===== config.mk =====
export PLATFORM = sky130hd
export DESIGN_NAME = umpi_channel
export DESIGN_NICKNAME = d
export VERILOG_FILES = /design/src/logic/umpi_pkg.sv /design/src/logic/umpi_stream_if.sv /design/src/logic/umpi_channel.sv /design/src/logic/umpi_fifo.sv
export SDC_FILE = /design/constraint.sdc
export NUM_CORES = 1
export LEC_CHECK = 0
export ABC_AREA = 1
export BUFFER_PORTS_ARGS = -buffer_cell sky130_fd_sc_hd__buf_2
export CAP_MARGIN = 20
export CORE_ASPECT_RATIO = 1.25
export CORE_UTILIZATION = 60
export DETAILED_ROUTE_END_ITERATION = 7
export MAX_ROUTING_LAYER = met4
export PLACE_DENSITY = 0.76
export SYNTH_ARGS = -nofsm -noshare
export SYNTH_HDL_FRONTEND = slang
export SYNTH_SLANG_ARGS = --single-unit

===== constraint.sdc =====
create_clock -name CLOCK_I -period 7.35 [get_ports CLOCK_I]
set_input_delay 0.735 -clock CLOCK_I [delete_from_list [all_inputs] [get_ports CLOCK_I]]
set_output_delay 0.735 -clock CLOCK_I [all_outputs]
set_load 0.1 [all_outputs]

===== src/logic/umpi_pkg.sv =====
// ***************************************************************
// shared constants of the modem pin interface
// ***************************************************************
package umpi_pkg;
	// clock and reset timing
	localparam int CLK_PERIOD_NS = 20;
	localparam int RESET_MIN_NS = 40;
	localparam int RESET_MIN_CYC = (RESET_MIN_NS + CLK_PERIOD_NS - 1) / CLK_PERIOD_NS;
	// register word indices, byte address is four times the index
	localparam logic [2:0] IDX_DATA = 3'h0;
	localparam logic [2:0] IDX_INT_EN = 3'h1;
	localparam logic [2:0] IDX_ENH = 3'h2;
	localparam logic [2:0] IDX_MODEM = 3'h3;
	localparam logic [2:0] IDX_ALT = 3'h4;
	localparam logic [2:0] IDX_STATUS = 3'h5;
	localparam logic [2:0] IDX_DIV = 3'h6;
	// modem control field positions
	localparam int MC_DTR = 0;
	localparam int MC_RTS = 1;
	localparam int MC_RX_INV = 2;
	localparam int MC_OP2 = 3;
	localparam int MC_IR = 6;
	// enhanced feature field positions
	localparam int EF_AUTO_RTS = 6;
	localparam int EF_AUTO_CTS = 7;
	// alternate function select field and its codes
	localparam int AF_SEL_LO = 1;
	localparam logic [1:0] MF_OP2 = 2'h0;
	localparam logic [1:0] MF_BAUD = 2'h1;
	localparam logic [1:0] MF_RXRDY = 2'h2;
	// status field positions
	localparam int ST_RX_READY = 0;
	localparam int ST_TX_BUSY = 1;
	localparam int ST_FIFO_EMPTY = 2;
	localparam int ST_FIFO_FULL = 3;
	localparam int ST_PINS_LO = 4;
	// reset values
	localparam logic [7:0] CTRL_RST = 8'h00;
	localparam logic [15:0] DIV_RST = 16'h001B;
	// serial timing in ticks of the 16x rate, and the last data bit index
	localparam logic [3:0] TICK_LAST = 4'hF;
	localparam logic [3:0] HALF_BIT_LAST = 4'h7;
	localparam logic [3:0] IR_PULSE_TICKS = 4'h3;
	localparam logic [2:0] BIT_LAST = 3'h7;
	// buffering
	localparam int DATA_W = 8;
	localparam int FIFO_DEPTH = 16;
	// state machines
	typedef enum logic [3:0] {
		TX_IDLE = 4'h1,
		TX_START = 4'h2,
		TX_DATA = 4'h4,
		TX_STOP = 4'h8
	} umpi_tx_e;
	typedef enum logic [3:0] {
		RX_IDLE = 4'h1,
		RX_START = 4'h2,
		RX_DATA = 4'h4,
		RX_STOP = 4'h8
	} umpi_rx_e;
endpackage : umpi_pkg


===== src/logic/umpi_stream_if.sv =====
`timescale 1ns/1ps
// ***************************************************************
// valid/ready byte stream into and out of the transmit fifo
// ***************************************************************
interface umpi_stream_if #(parameter int W = 8);
	logic valid;
	logic ready;
	logic [W-1:0] data;
	modport src (output valid, output data, input ready);
	modport snk (input valid, input data, output ready);
endinterface : umpi_stream_if


===== src/logic/umpi_channel.sv =====
`timescale 1ns/1ps
module umpi_channel (
	input wire logic CLOCK_I, // 50 MHz device clock
	input wire logic RST_I, // synchronous reset, active high
	input wire logic CYC_I, // wishbone cycle
	input wire logic STB_I, // wishbone strobe
	input wire logic WE_I, // wishbone write enable
	input wire logic [4:2] ADR_I, // wishbone word address
	input wire logic [3:0] SEL_I, // wishbone byte selects
	input wire logic [31:0] DAT_I, // wishbone write data
	output logic [31:0] DAT_O, // wishbone read data
	output logic ACK_O, // wishbone acknowledge
	input wire logic SERIAL_IN_I, // receive data pin
	output logic SERIAL_OUT_O, // transmit data pin
	output logic REQUEST_TO_SEND_N_O, // request-to-send, active low
	input wire logic CLEAR_TO_SEND_N_I, // clear-to-send, active low
	output logic TERMINAL_READY_N_O, // terminal-ready, active low
	input wire logic SET_READY_N_I, // data-set-ready, active low
	input wire logic CARRIER_DETECT_N_I, // carrier detect, active low
	input wire logic RING_INDICATOR_N_I, // ring indicator, active low
	output logic MULTI_FUNCTION_OUT_N_O // multi-function output, active low
);
	// ***************************************************************
	// declarations
	// ***************************************************************
	logic [7:0] int_en_q;
	logic [7:0] enh_q;
	logic [7:0] modem_q;
	logic [7:0] alt_q;
	logic [15:0] div_q;
	logic [31:0] dat_q;
	logic ack_q;
	logic [4:0] pin_m_q;
	logic [4:0] pin_s_q;
	logic [15:0] div_cnt_q;
	logic tick;
	logic baud_clk;
	umpi_pkg::umpi_tx_e tx_state_q;
	logic [3:0] tx_tick_q;
	logic [2:0] tx_bit_q;
	logic [7:0] tx_sh_q;
	logic tx_line;
	logic tx_pin_q;
	umpi_pkg::umpi_rx_e rx_state_q;
	logic [3:0] rx_tick_q;
	logic [2:0] rx_bit_q;
	logic [7:0] rx_sh_q;
	logic [7:0] rx_hold_q;
	logic rx_ready_q;
	logic rx_done;
	logic [3:0] ir_stretch_q;
	logic rx_ir_in;
	logic rx_line;
	logic rts_n_q;
	logic dtr_n_q;
	logic mf_n_q;
	logic req;
	logic wr;
	logic rd;
	logic cts_block;
	logic rx_read;

	umpi_stream_if #(.W(umpi_pkg::DATA_W)) fill_if ();
	umpi_stream_if #(.W(umpi_pkg::DATA_W)) drain_if ();

	// decoding of the word address, used by writes and reads alike
	function automatic logic hit(input logic [2:0] adr, input logic [2:0] idx);
		hit = (adr == idx);
	endfunction : hit

	// ***************************************************************
	// wishbone slave
	// ***************************************************************
	assign req = CYC_I & STB_I & ~ack_q;
	// a transmit write to a full fifo stalls the bus until room appears
	assign fill_if.valid = req & WE_I & SEL_I[0] & hit(ADR_I, umpi_pkg::IDX_DATA);
	assign fill_if.data = DAT_I[7:0];
	assign wr = req & WE_I & ~(fill_if.valid & ~fill_if.ready);
	assign rd = req & ~WE_I;
	assign rx_read = rd & hit(ADR_I, umpi_pkg::IDX_DATA);
	assign ACK_O = ack_q;
	assign DAT_O = dat_q;

	// acknowledge one cycle after the request, dropped the cycle after
	always_ff @(posedge CLOCK_I) begin
		if (RST_I) begin
			ack_q <= 1'b0;
		end else begin
			ack_q <= rd | wr;
		end
	end

	// control registers cleared by reset, divisor loaded with 0x001B
	always_ff @(posedge CLOCK_I) begin
		if (RST_I) begin
			int_en_q <= umpi_pkg::CTRL_RST;
			enh_q <= umpi_pkg::CTRL_RST;
			modem_q <= umpi_pkg::CTRL_RST;
			alt_q <= umpi_pkg::CTRL_RST;
			div_q <= umpi_pkg::DIV_RST;
		end else if (wr) begin
			if (SEL_I[0] && hit(ADR_I, umpi_pkg::IDX_INT_EN)) begin
				int_en_q <= DAT_I[7:0];
			end
			if (SEL_I[0] && hit(ADR_I, umpi_pkg::IDX_ENH)) begin
				enh_q <= DAT_I[7:0];
			end
			if (SEL_I[0] && hit(ADR_I, umpi_pkg::IDX_MODEM)) begin
				modem_q <= DAT_I[7:0];
			end
			if (SEL_I[0] && hit(ADR_I, umpi_pkg::IDX_ALT)) begin
				alt_q <= DAT_I[7:0];
			end
			if (hit(ADR_I, umpi_pkg::IDX_DIV)) begin
				if (SEL_I[0]) begin
					div_q[7:0] <= DAT_I[7:0];
				end
				if (SEL_I[1]) begin
					div_q[15:8] <= DAT_I[15:8];
				end
			end
		end
	end

	// read data, unmapped words read as zero
	always_ff @(posedge CLOCK_I) begin
		if (RST_I) begin
			dat_q <= '0;
		end else if (rd) begin
			unique case (ADR_I)
				umpi_pkg::IDX_DATA: dat_q <= {24'h000000, rx_hold_q};
				umpi_pkg::IDX_INT_EN: dat_q <= {24'h000000, int_en_q};
				umpi_pkg::IDX_ENH: dat_q <= {24'h000000, enh_q};
				umpi_pkg::IDX_MODEM: dat_q <= {24'h000000, modem_q};
				umpi_pkg::IDX_ALT: dat_q <= {24'h000000, alt_q};
				umpi_pkg::IDX_STATUS: dat_q <= {24'h000000, ~pin_s_q[3:0], ~fill_if.ready,
						~drain_if.valid, (tx_state_q != umpi_pkg::TX_IDLE), rx_ready_q};
				umpi_pkg::IDX_DIV: dat_q <= {16'h0000, div_q};
				default: dat_q <= '0;
			endcase
		end
	end

	// ***************************************************************
	// pin synchronisers and baud divider
	// ***************************************************************
	// order: receive, clear-to-send, set-ready, carrier, ring
	always_ff @(posedge CLOCK_I) begin
		if (RST_I) begin
			pin_m_q <= 5'h1F;
			pin_s_q <= 5'h1F;
		end else begin
			pin_m_q <= {SERIAL_IN_I, CLEAR_TO_SEND_N_I, SET_READY_N_I, CARRIER_DETECT_N_I, RING_INDICATOR_N_I};
			pin_s_q <= pin_m_q;
		end
	end

	// 16x tick; a divisor of zero behaves as one
	assign tick = ((div_cnt_q + 16'h0001) >= div_q);
	assign baud_clk = (div_cnt_q >= {1'b0, div_q[15:1]});

	always_ff @(posedge CLOCK_I) begin
		if (RST_I) begin
			div_cnt_q <= '0;
		end else if (tick) begin
			div_cnt_q <= '0;
		end else begin
			div_cnt_q <= div_cnt_q + 16'h0001;
		end
	end

	// ***************************************************************
	// transmitter
	// ***************************************************************
	umpi_fifo #(.W(umpi_pkg::DATA_W), .DEPTH(umpi_pkg::FIFO_DEPTH)) u_tx_fifo (
		.clk_i(CLOCK_I),
		.rst_i(RST_I),
		.fill(fill_if),
		.drain(drain_if)
	);

	// a high clear-to-send holds the next character back in auto mode
	assign cts_block = enh_q[umpi_pkg::EF_AUTO_CTS] & pin_s_q[3];
	assign drain_if.ready = (tx_state_q == umpi_pkg::TX_IDLE) & ~cts_block;

	always_ff @(posedge CLOCK_I) begin
		if (RST_I) begin
			tx_state_q <= umpi_pkg::TX_IDLE;
			tx_tick_q <= '0;
			tx_bit_q <= '0;
			tx_sh_q <= '0;
		end else begin
			unique case (tx_state_q)
				umpi_pkg::TX_IDLE: begin
					if (drain_if.valid && drain_if.ready) begin
						tx_sh_q <= drain_if.data;
						tx_tick_q <= '0;
						tx_bit_q <= '0;
						tx_state_q <= umpi_pkg::TX_START;
					end
				end
				umpi_pkg::TX_START: begin
					if (tick) begin
						tx_tick_q <= tx_tick_q + 4'h1;
						if (tx_tick_q == umpi_pkg::TICK_LAST) begin
							tx_state_q <= umpi_pkg::TX_DATA;
						end
					end
				end
				umpi_pkg::TX_DATA: begin
					if (tick) begin
						tx_tick_q <= tx_tick_q + 4'h1;
						if (tx_tick_q == umpi_pkg::TICK_LAST) begin
							tx_sh_q <= {1'b0, tx_sh_q[7:1]};
							tx_bit_q <= tx_bit_q + 3'h1;
							if (tx_bit_q == umpi_pkg::BIT_LAST) begin
								tx_state_q <= umpi_pkg::TX_STOP;
							end
						end
					end
				end
				umpi_pkg::TX_STOP: begin
					if (tick) begin
						tx_tick_q <= tx_tick_q + 4'h1;
						if (tx_tick_q == umpi_pkg::TICK_LAST) begin
							tx_state_q <= umpi_pkg::TX_IDLE;
						end
					end
				end
				default: tx_state_q <= umpi_pkg::TX_IDLE;
			endcase
		end
	end

	// line level: start low, data lsb first, stop and idle high
	assign tx_line = (tx_state_q == umpi_pkg::TX_START) ? 1'b0 :
			(tx_state_q == umpi_pkg::TX_DATA) ? tx_sh_q[0] : 1'b1;

	// infrared sends a short high pulse per zero bit and otherwise rests low
	always_ff @(posedge CLOCK_I) begin
		if (RST_I) begin
			tx_pin_q <= 1'b1;
		end else if (modem_q[umpi_pkg::MC_IR]) begin
			tx_pin_q <= ~tx_line & (tx_tick_q < umpi_pkg::IR_PULSE_TICKS);
		end else begin
			tx_pin_q <= tx_line;
		end
	end
	assign SERIAL_OUT_O = tx_pin_q;

	// ***************************************************************
	// receiver
	// ***************************************************************
	// optional inversion sits ahead of the decoder
	assign rx_ir_in = modem_q[umpi_pkg::MC_RX_INV] ? ~pin_s_q[4] : pin_s_q[4];

	// a pulse is stretched over one bit so the mid-bit sample sees it;
	// only loaded in infrared mode, else a high normal line leaves a false start behind
	always_ff @(posedge CLOCK_I) begin
		if (RST_I) begin
			ir_stretch_q <= '0;
		end else if (modem_q[umpi_pkg::MC_IR] && rx_ir_in) begin
			ir_stretch_q <= umpi_pkg::TICK_LAST;
		end else if (tick && ir_stretch_q != '0) begin
			ir_stretch_q <= ir_stretch_q - 4'h1;
		end
	end

	// the remote idles the normal line high, low means a start bit
	assign rx_line = modem_q[umpi_pkg::MC_IR] ? (ir_stretch_q == '0) : pin_s_q[4];
	assign rx_done = (rx_state_q == umpi_pkg::RX_STOP) & tick & (rx_tick_q == umpi_pkg::TICK_LAST);

	// held in idle through reset, so the line is ignored then
	always_ff @(posedge CLOCK_I) begin
		if (RST_I) begin
			rx_state_q <= umpi_pkg::RX_IDLE;
			rx_tick_q <= '0;
			rx_bit_q <= '0;
			rx_sh_q <= '0;
		end else if (tick) begin
			rx_tick_q <= rx_tick_q + 4'h1;
			unique case (rx_state_q)
				umpi_pkg::RX_IDLE: begin
					rx_tick_q <= '0;
					if (!rx_line) begin
						rx_state_q <= umpi_pkg::RX_START;
					end
				end
				umpi_pkg::RX_START: begin
					if (rx_tick_q == umpi_pkg::HALF_BIT_LAST) begin
						rx_tick_q <= '0;
						rx_bit_q <= '0;
						rx_state_q <= rx_line ? umpi_pkg::RX_IDLE : umpi_pkg::RX_DATA;
					end
				end
				umpi_pkg::RX_DATA: begin
					if (rx_tick_q == umpi_pkg::TICK_LAST) begin
						rx_sh_q <= {rx_line, rx_sh_q[7:1]};
						rx_bit_q <= rx_bit_q + 3'h1;
						if (rx_bit_q == umpi_pkg::BIT_LAST) begin
							rx_state_q <= umpi_pkg::RX_STOP;
						end
					end
				end
				umpi_pkg::RX_STOP: begin
					if (rx_tick_q == umpi_pkg::TICK_LAST) begin
						rx_state_q <= umpi_pkg::RX_IDLE;
					end
				end
				default: rx_state_q <= umpi_pkg::RX_IDLE;
			endcase
		end
	end

	// one-character holding register; a new arrival beats a read clear
	always_ff @(posedge CLOCK_I) begin
		if (RST_I) begin
			rx_hold_q <= '0;
			rx_ready_q <= 1'b0;
		end else if (rx_done) begin
			rx_hold_q <= rx_sh_q;
			rx_ready_q <= 1'b1;
		end else if (rx_read) begin
			rx_ready_q <= 1'b0;
		end
	end

	// ***************************************************************
	// modem outputs and multi-function pin
	// ***************************************************************
	// auto mode lifts request-to-send while a character waits unread
	always_ff @(posedge CLOCK_I) begin
		if (RST_I) begin
			rts_n_q <= 1'b1;
			dtr_n_q <= 1'b1;
		end else begin
			rts_n_q <= ~modem_q[umpi_pkg::MC_RTS] | (enh_q[umpi_pkg::EF_AUTO_RTS] & rx_ready_q);
			dtr_n_q <= ~modem_q[umpi_pkg::MC_DTR];
		end
	end

	// the unused fourth code falls back to the general output
	always_ff @(posedge CLOCK_I) begin
		if (RST_I) begin
			mf_n_q <= 1'b1;
		end else begin
			unique case (alt_q[umpi_pkg::AF_SEL_LO +: 2])
				umpi_pkg::MF_BAUD: mf_n_q <= baud_clk;
				umpi_pkg::MF_RXRDY: mf_n_q <= ~rx_ready_q;
				default: mf_n_q <= ~modem_q[umpi_pkg::MC_OP2];
			endcase
		end
	end

	assign REQUEST_TO_SEND_N_O = rts_n_q;
	assign TERMINAL_READY_N_O = dtr_n_q;
	assign MULTI_FUNCTION_OUT_N_O = mf_n_q;
endmodule : umpi_channel


===== src/logic/umpi_fifo.sv =====
`timescale 1ns/1ps
// ***************************************************************
// small fifo, read data from a register
// ***************************************************************
module umpi_fifo #(
	parameter int W = 8,
	parameter int DEPTH = 16
) (
	input wire logic clk_i, // device clock
	input wire logic rst_i, // synchronous reset, active high
	umpi_stream_if.snk fill, // writer side
	umpi_stream_if.src drain // reader side
);
	localparam int AW = $clog2(DEPTH);
	localparam logic [AW:0] FULL_CNT = (AW + 1)'(DEPTH);
	logic [W-1:0] mem [DEPTH];
	logic [AW-1:0] wr_ptr_q;
	logic [AW-1:0] rd_ptr_q;
	logic [AW:0] count_q;
	logic [W-1:0] head_q;
	logic head_vld_q;
	logic push;
	logic pop;

	// full refuses writers, so back-pressure reaches the bus
	assign fill.ready = (count_q != FULL_CNT);
	assign push = fill.valid & fill.ready;
	assign pop = drain.valid & drain.ready;
	assign drain.valid = head_vld_q;
	assign drain.data = head_q;

	// storage has no reset, only the pointers, count and head register have one
	always_ff @(posedge clk_i) begin
		if (push) begin
			mem[wr_ptr_q] <= fill.data;
		end
	end

	// pointers and fill level
	always_ff @(posedge clk_i) begin
		if (rst_i) begin
			wr_ptr_q <= '0;
			rd_ptr_q <= '0;
			count_q <= '0;
		end else begin
			if (push) begin
				wr_ptr_q <= wr_ptr_q + 1'b1;
			end
			if (pop) begin
				rd_ptr_q <= rd_ptr_q + 1'b1;
			end
			count_q <= count_q + (AW + 1)'(push) - (AW + 1)'(pop);
		end
	end

	// head register lags one cycle after a pop so a stale word is never shown
	always_ff @(posedge clk_i) begin
		if (rst_i) begin
			head_q <= '0;
			head_vld_q <= 1'b0;
		end else begin
			head_q <= mem[rd_ptr_q];
			head_vld_q <= (count_q != '0) & ~pop;
		end
	end
endmodule : umpi_fifo


# After elaboration in Yosys (flattened, before gate mapping)
# Memory sizes are Yosys's and may differ from the RTL's. A register that Yosys moved wholly into a read port is not among the register bits.
# Index checks and enable logic that the tools add are counted.
[word_totals]
mem_bits_rw = 128
n_memories = 1
regBits = 176
latchBits = 0
input_bits = 49
romBits = 0
word_cells = 190
[classes]
div = 0
shifts = 0
reduce_logical = 30
n_addsub = 10
n_eq_ne = 37
bitwise_logic = 34
n_mul = 0
magnitude_cmp = 3
mux = 45
[memory_table]
columns = ["memory", "words", "width", "rd", "rd_ports_with_merged_regs", "wr", "line", "text"]
rows = [
  ["u_tx_fifo.mem", 16, 8, 1, 1, 1, "umpi_fifo.sv:16", "logic [W-1:0] mem [DEPTH];"],
]
[ops]
columns = ["op", "n"]
rows = [
  ["$pmux W16 S7", 1],
  ["$mux W4", 18],
  ["$pmux W4 S4", 2],
  ["$mux W8", 3],
  ["$ne A2 B2 Y1 const B", 11],
  ["$and A1 B1 Y1", 18],
  ["$mux W3", 6],
  ["$add A16 B1 Y16 const B", 1],
  ["$add A4 B1 Y4 const B", 4],
  ["$eq A4 B4 Y1 const B", 4],
  ["$ge A16 B15 Y1", 1],
  ["$ge A16 B16 Y1", 1],
  ["$pmux W4 S2", 2],
  ["$pmux W8 S2", 1],
  ["$eq A3 B3 Y1 const B", 5],
  ["$not A1 Y1", 13],
  ["$eq A4 B3 Y1 const B", 3],
  ["$pmux W3 S2", 2],
  ["$reduce_and A3 Y1", 4],
  ["$reduce_bool A2 Y1", 5],
  ["$mux W1", 9],
  ["$eq A4 B1 Y1 const B", 2],
  ["$eq A4 B2 Y1 const B", 2],
  ["$reduce_and A2 Y1", 4],
  ["25 further kinds", 37],
]

# Depth between registers and ports, before layout
[logic_depth]
ltp_word = 9
mapped_depth = 20
mapped_depth_nobuf = 20

# By module
# From an unflattened synthesis, not the netlist that was laid out.
[unflattened]
cells_unflattened = 1599
hier_area_um2 = 13665.6
[modules_own_cells]
columns = ["module", "cells_each", "area_each_um2", "instances", "seq_area_each_um2"]
rows = [
  ["umpi_channel", 977, 7284.5, 1, 2922.8],
  ["umpi_fifo", 622, 6381.1, 1, 4284.1],
]

# Least setup slack after synthesis
# Ideal clock, no wire load.
[synth_timing]
path_kind = "reg-to-reg"
startpoint = "reg div_cnt_q[0]"
endpoint = "reg rx_bit_q[0]"
arrival_ps = 2684
setup_time_ps = 113
slack_ps = 4553
required_time_ps = 7237
stages_incl_launch_ff = 19
path_cell_list = "dfxtp_1 > ha_1 > nand3_1 > nor2_1 > nand4_1 > or2_4 > nor2_2 > nand2_1 > xor2_1 > inv_1 > ha_1 > nand4_1 > nor3_1 > nand2_1 > nand2_4 > buf_2 > nand3_1 > nor2_1 > nor2_1"
[synth_between]
elab_chain_len = 3
[synth_lines]
columns = ["element", "line", "text"]
rows = [
  ["start, declared", "umpi_channel.sv:35", "logic [15:0] div_cnt_q;"],
  ["start signal, assigned", "umpi_channel.sv:168", "div_cnt_q <= div_cnt_q + 16'h0001;"],
  ["$add A16 B1 Y16", "umpi_channel.sv:159", "assign tick = ((div_cnt_q + 16'h0001) >= div_q);"],
  ["$ge A16 B16 Y1", "umpi_channel.sv:159", ""],
  ["$reduce_and A4 Y1 (no line)", "-", ""],
  ["end signal, assigned", "umpi_channel.sv:299", "rx_bit_q <= rx_bit_q + 3'h1;"],
  ["end, declared", "umpi_channel.sv:46", "logic [2:0] rx_bit_q;"],
]
# No other way between the ends.
# A chain may end at the register's enable or synchronous reset.

# Worst setup path after layout
[layout_timing]
startpoint = "reg div_cnt_q[0]"
endpoint = "reg div_cnt_q[13]"
[layout_between]
elab_chain_len = 3
[layout_lines]
columns = ["element", "line"]
rows = [
  ["$add A16 B1 Y16 (*)", "umpi_channel.sv:159, umpi_channel.sv:168"],
  ["$ge A16 B16 Y1", "umpi_channel.sv:159"],
  ["$reduce_or A2 Y1 (no line)", "-"],
]
# Every way passes the cells marked *; elsewhere a longest branch is shown, timed or not.

==> qor.csv <==
metric,value,unit
slowest_stage,dfxtp_1,
path_buf_inv,2,
synth_top_area_share,29.0,%
cp.arrival,4.03,ns
antenna_found_initial,0,
avgSynthCellArea,8.91,um^2
pre_cts_ws,3.81,ns
place.gp.congestion,0.904,
async_flop_share,0,%
dr.first_iter.drc_count,807,
yosys.area.top_type,edfxtp_1,
drive_gt1_share,9.80,%
gr-total-overflow,0,
yosysMostFrequentCell,nand2_1,
maxSlewViolCount,0,
grt_pass1_wl,49100,um
fp.coreArea,21600,um^2
syn_inst,1488,
via_per_inst,5.72,
io_pins,86,
dieWidth,135,um
cp-start-kind,register,
finalCritPeriodShare,48.8,%
rsz0062_at_grt,false,
ant_nets,0,
end_kind,register,
synth_area_leaders,"edfxtp_1 29%, dfxtp_1 25%, nand2_1 7.4%",
dp_hpwl,20700,um
crit_path_max_fanout,26,
synthFlopType,dfxtp_1,
postCtsSetupBuffers,0,
drt-total-wl,30900,um
syn_to_final_growth,9.39,%
synth_common_cells,"260 x nand2_1, 201 x nor2_1, 168 x dfxtp_1",
clock.fmax,279,MHz
critPathMaxStageDelay,0.38,ns
grt_max_degree,93,
period_minus_slack,3.59,ns
io_buffers,51,
syn_area,13300,um^2
outcome,finished clean,
yosysWarnings,0,
hold_slack,0.370,ns
cp.required,7.79,ns
hold_class,input pin to register,
first_pass_iters,5,
fin_total_pwr,4.03,mW
synth.distinct_cells,47,
wl_per_cell,17.0,um
clock_latency,0.55,ns
tightestPinTransition,1.04,ns
peakVddDrop,0.000269,V
relSlewSlack,30.7,%
cts_tree,built,
root_buffer,clkbuf_16,
antennaDiodeCount,0,
cts.sinks,296,
fin_util,67.1,%
cts_buffers,28,
setup_ws,3.76,ns
rows,60,
htree_levels,1,
nNetsFinal,1621,
crit_chain,ha_1 -> nand3_1 -> nor2_1 -> nand4_1 -> or2_4 -> nor2_2 -> nand2_1 -> xor2_1 -> inv_1 -> ha_1 -> nand4_1 -> nor3_1 -> nand2_1 -> nand2_4 -> inv_2 -> nand2_2 -> and2b_1,
finalSetupTns,0,ns
die-area,22700,um^2
clock_path_buffers,3,
p_per_area,278,nW/um^2
ys_seq_area_share,54.4,%
synth_seq_cells,296,
fin_worst_skew,0.0103,ns
via_count,10400,
cts_resized,0,
cap_violations,0,
crit_type,register to register,
grt_pass1_vias,9829,
clkTransAtPathRegs,0.06,ns
hold_buffers,0,
initial_core_util,61.3,%
die_y,168,um
critPathTopFamily,simple AND/OR/NAND/NOR gates,
leakage,5.87,nW
finalSetupViolations,0,
grt_usage,28.5,%
route.detailed.drc,0,
synth-edff-count,128,
hold_viol_final,0,
==> where the power goes <==
part / switching, mW / internal (mW)
logic: 0.566 / 0.229
registers: 0.0398 / 1.79
clock network: 0.613 / 0.793
total: 1.22 / 2.81
==> flip-flops by register name, summed over array words and instances (netlist names), 8 cells and up <==
signal and flops:
alt_q 8, enh_q 8, u_tx_fifo.drain.data 8, u_tx_fifo.mem 128, div_q 16, div_cnt_q 16
rx_sh_q 8, rx_hold_q 8, int_en_q 8, DAT_O 16, tx_sh_q 8, modem_q 8
==> path summary, 6_finish.rpt <==
path / start / to / slack (ns) / cells past startpoint
worst max-delay path: div_cnt_q[0] / div_cnt_q[13] / 3.76 / 17
worst min-delay path: CLEAR_TO_SEND_N_I / pin_m_q[3] / 0.37 / 2
worst max register to register: div_cnt_q[0] / div_cnt_q[13] / 3.76 / 17
worst min register to register: pin_m_q[4] / pin_s_q[4] / 0.41 / 1
==> kinds of logic (layout without fill, tap and decap cells) <==
| kind of cell | after synthesis | count (layout) | synth area share (%) |
|---|---|---|---|
| xor+xnor | 10 | 10 | 0.661 |
| fa+ha+maj | 53 | 53 | 5.06 |
| other cells | 1 | 16 | 0.0283 |
| buf+inv | 218 | 256 | 7.00 |
| compound gates | 315 | 315 | 13.3 |
| flops | 296 | 296 | 54.4 |
| simple gates | 595 | 595 | 19.5 |
==> metal layers <==
layer | vias to the layer above | share of wire (%) | track usage, % | wire [um]
li1 | 5067 | - | - | -
met1 | 4892 | 38 | 31.5 | 11800
met2 | 376 | 52 | 50.4 | 15900
met3 | 79 | 5.2 | 3.01 | 1620
met4 | 0 | 4.9 | 14.8 | 1530
met5 | - | 0 | - | 0
==> cells in the final DEF, fill, tap and decap left out, drive strengths merged, types with 16 or more instances in the layout <==
cell	n
nand2	269
nor2	210
dfxtp	168
inv	142
edfxtp	128
a21oi	126
o21ai	120
nand3	62
buf	56
ha	52
clkbuf	36
nand4	25
o221ai	22
o22ai	21
clkinv	20
conb	16
==> stage by stage <==
stage	cell area [um^2]	instances
3_3_place_gp	13600	1768
5_1_grt	14500	1820
4_1_cts	14500	1820
3_5_place_dp	13600	1768
6_report	14500	1820
2_1_floorplan	13300	1503
==> layout make-up <==
cell class	count	area, um^2
Inverter	148	556
Timing Repair Buffer	56	293
Clock buffer	36	825
Tap cell	279	349
Multi-Input combinational cell	989	5180
Clock inverter	16	93.8
Sequential cell	296	7210
Fill cell	1722	7120
Power figures use the tool's default switching activity.
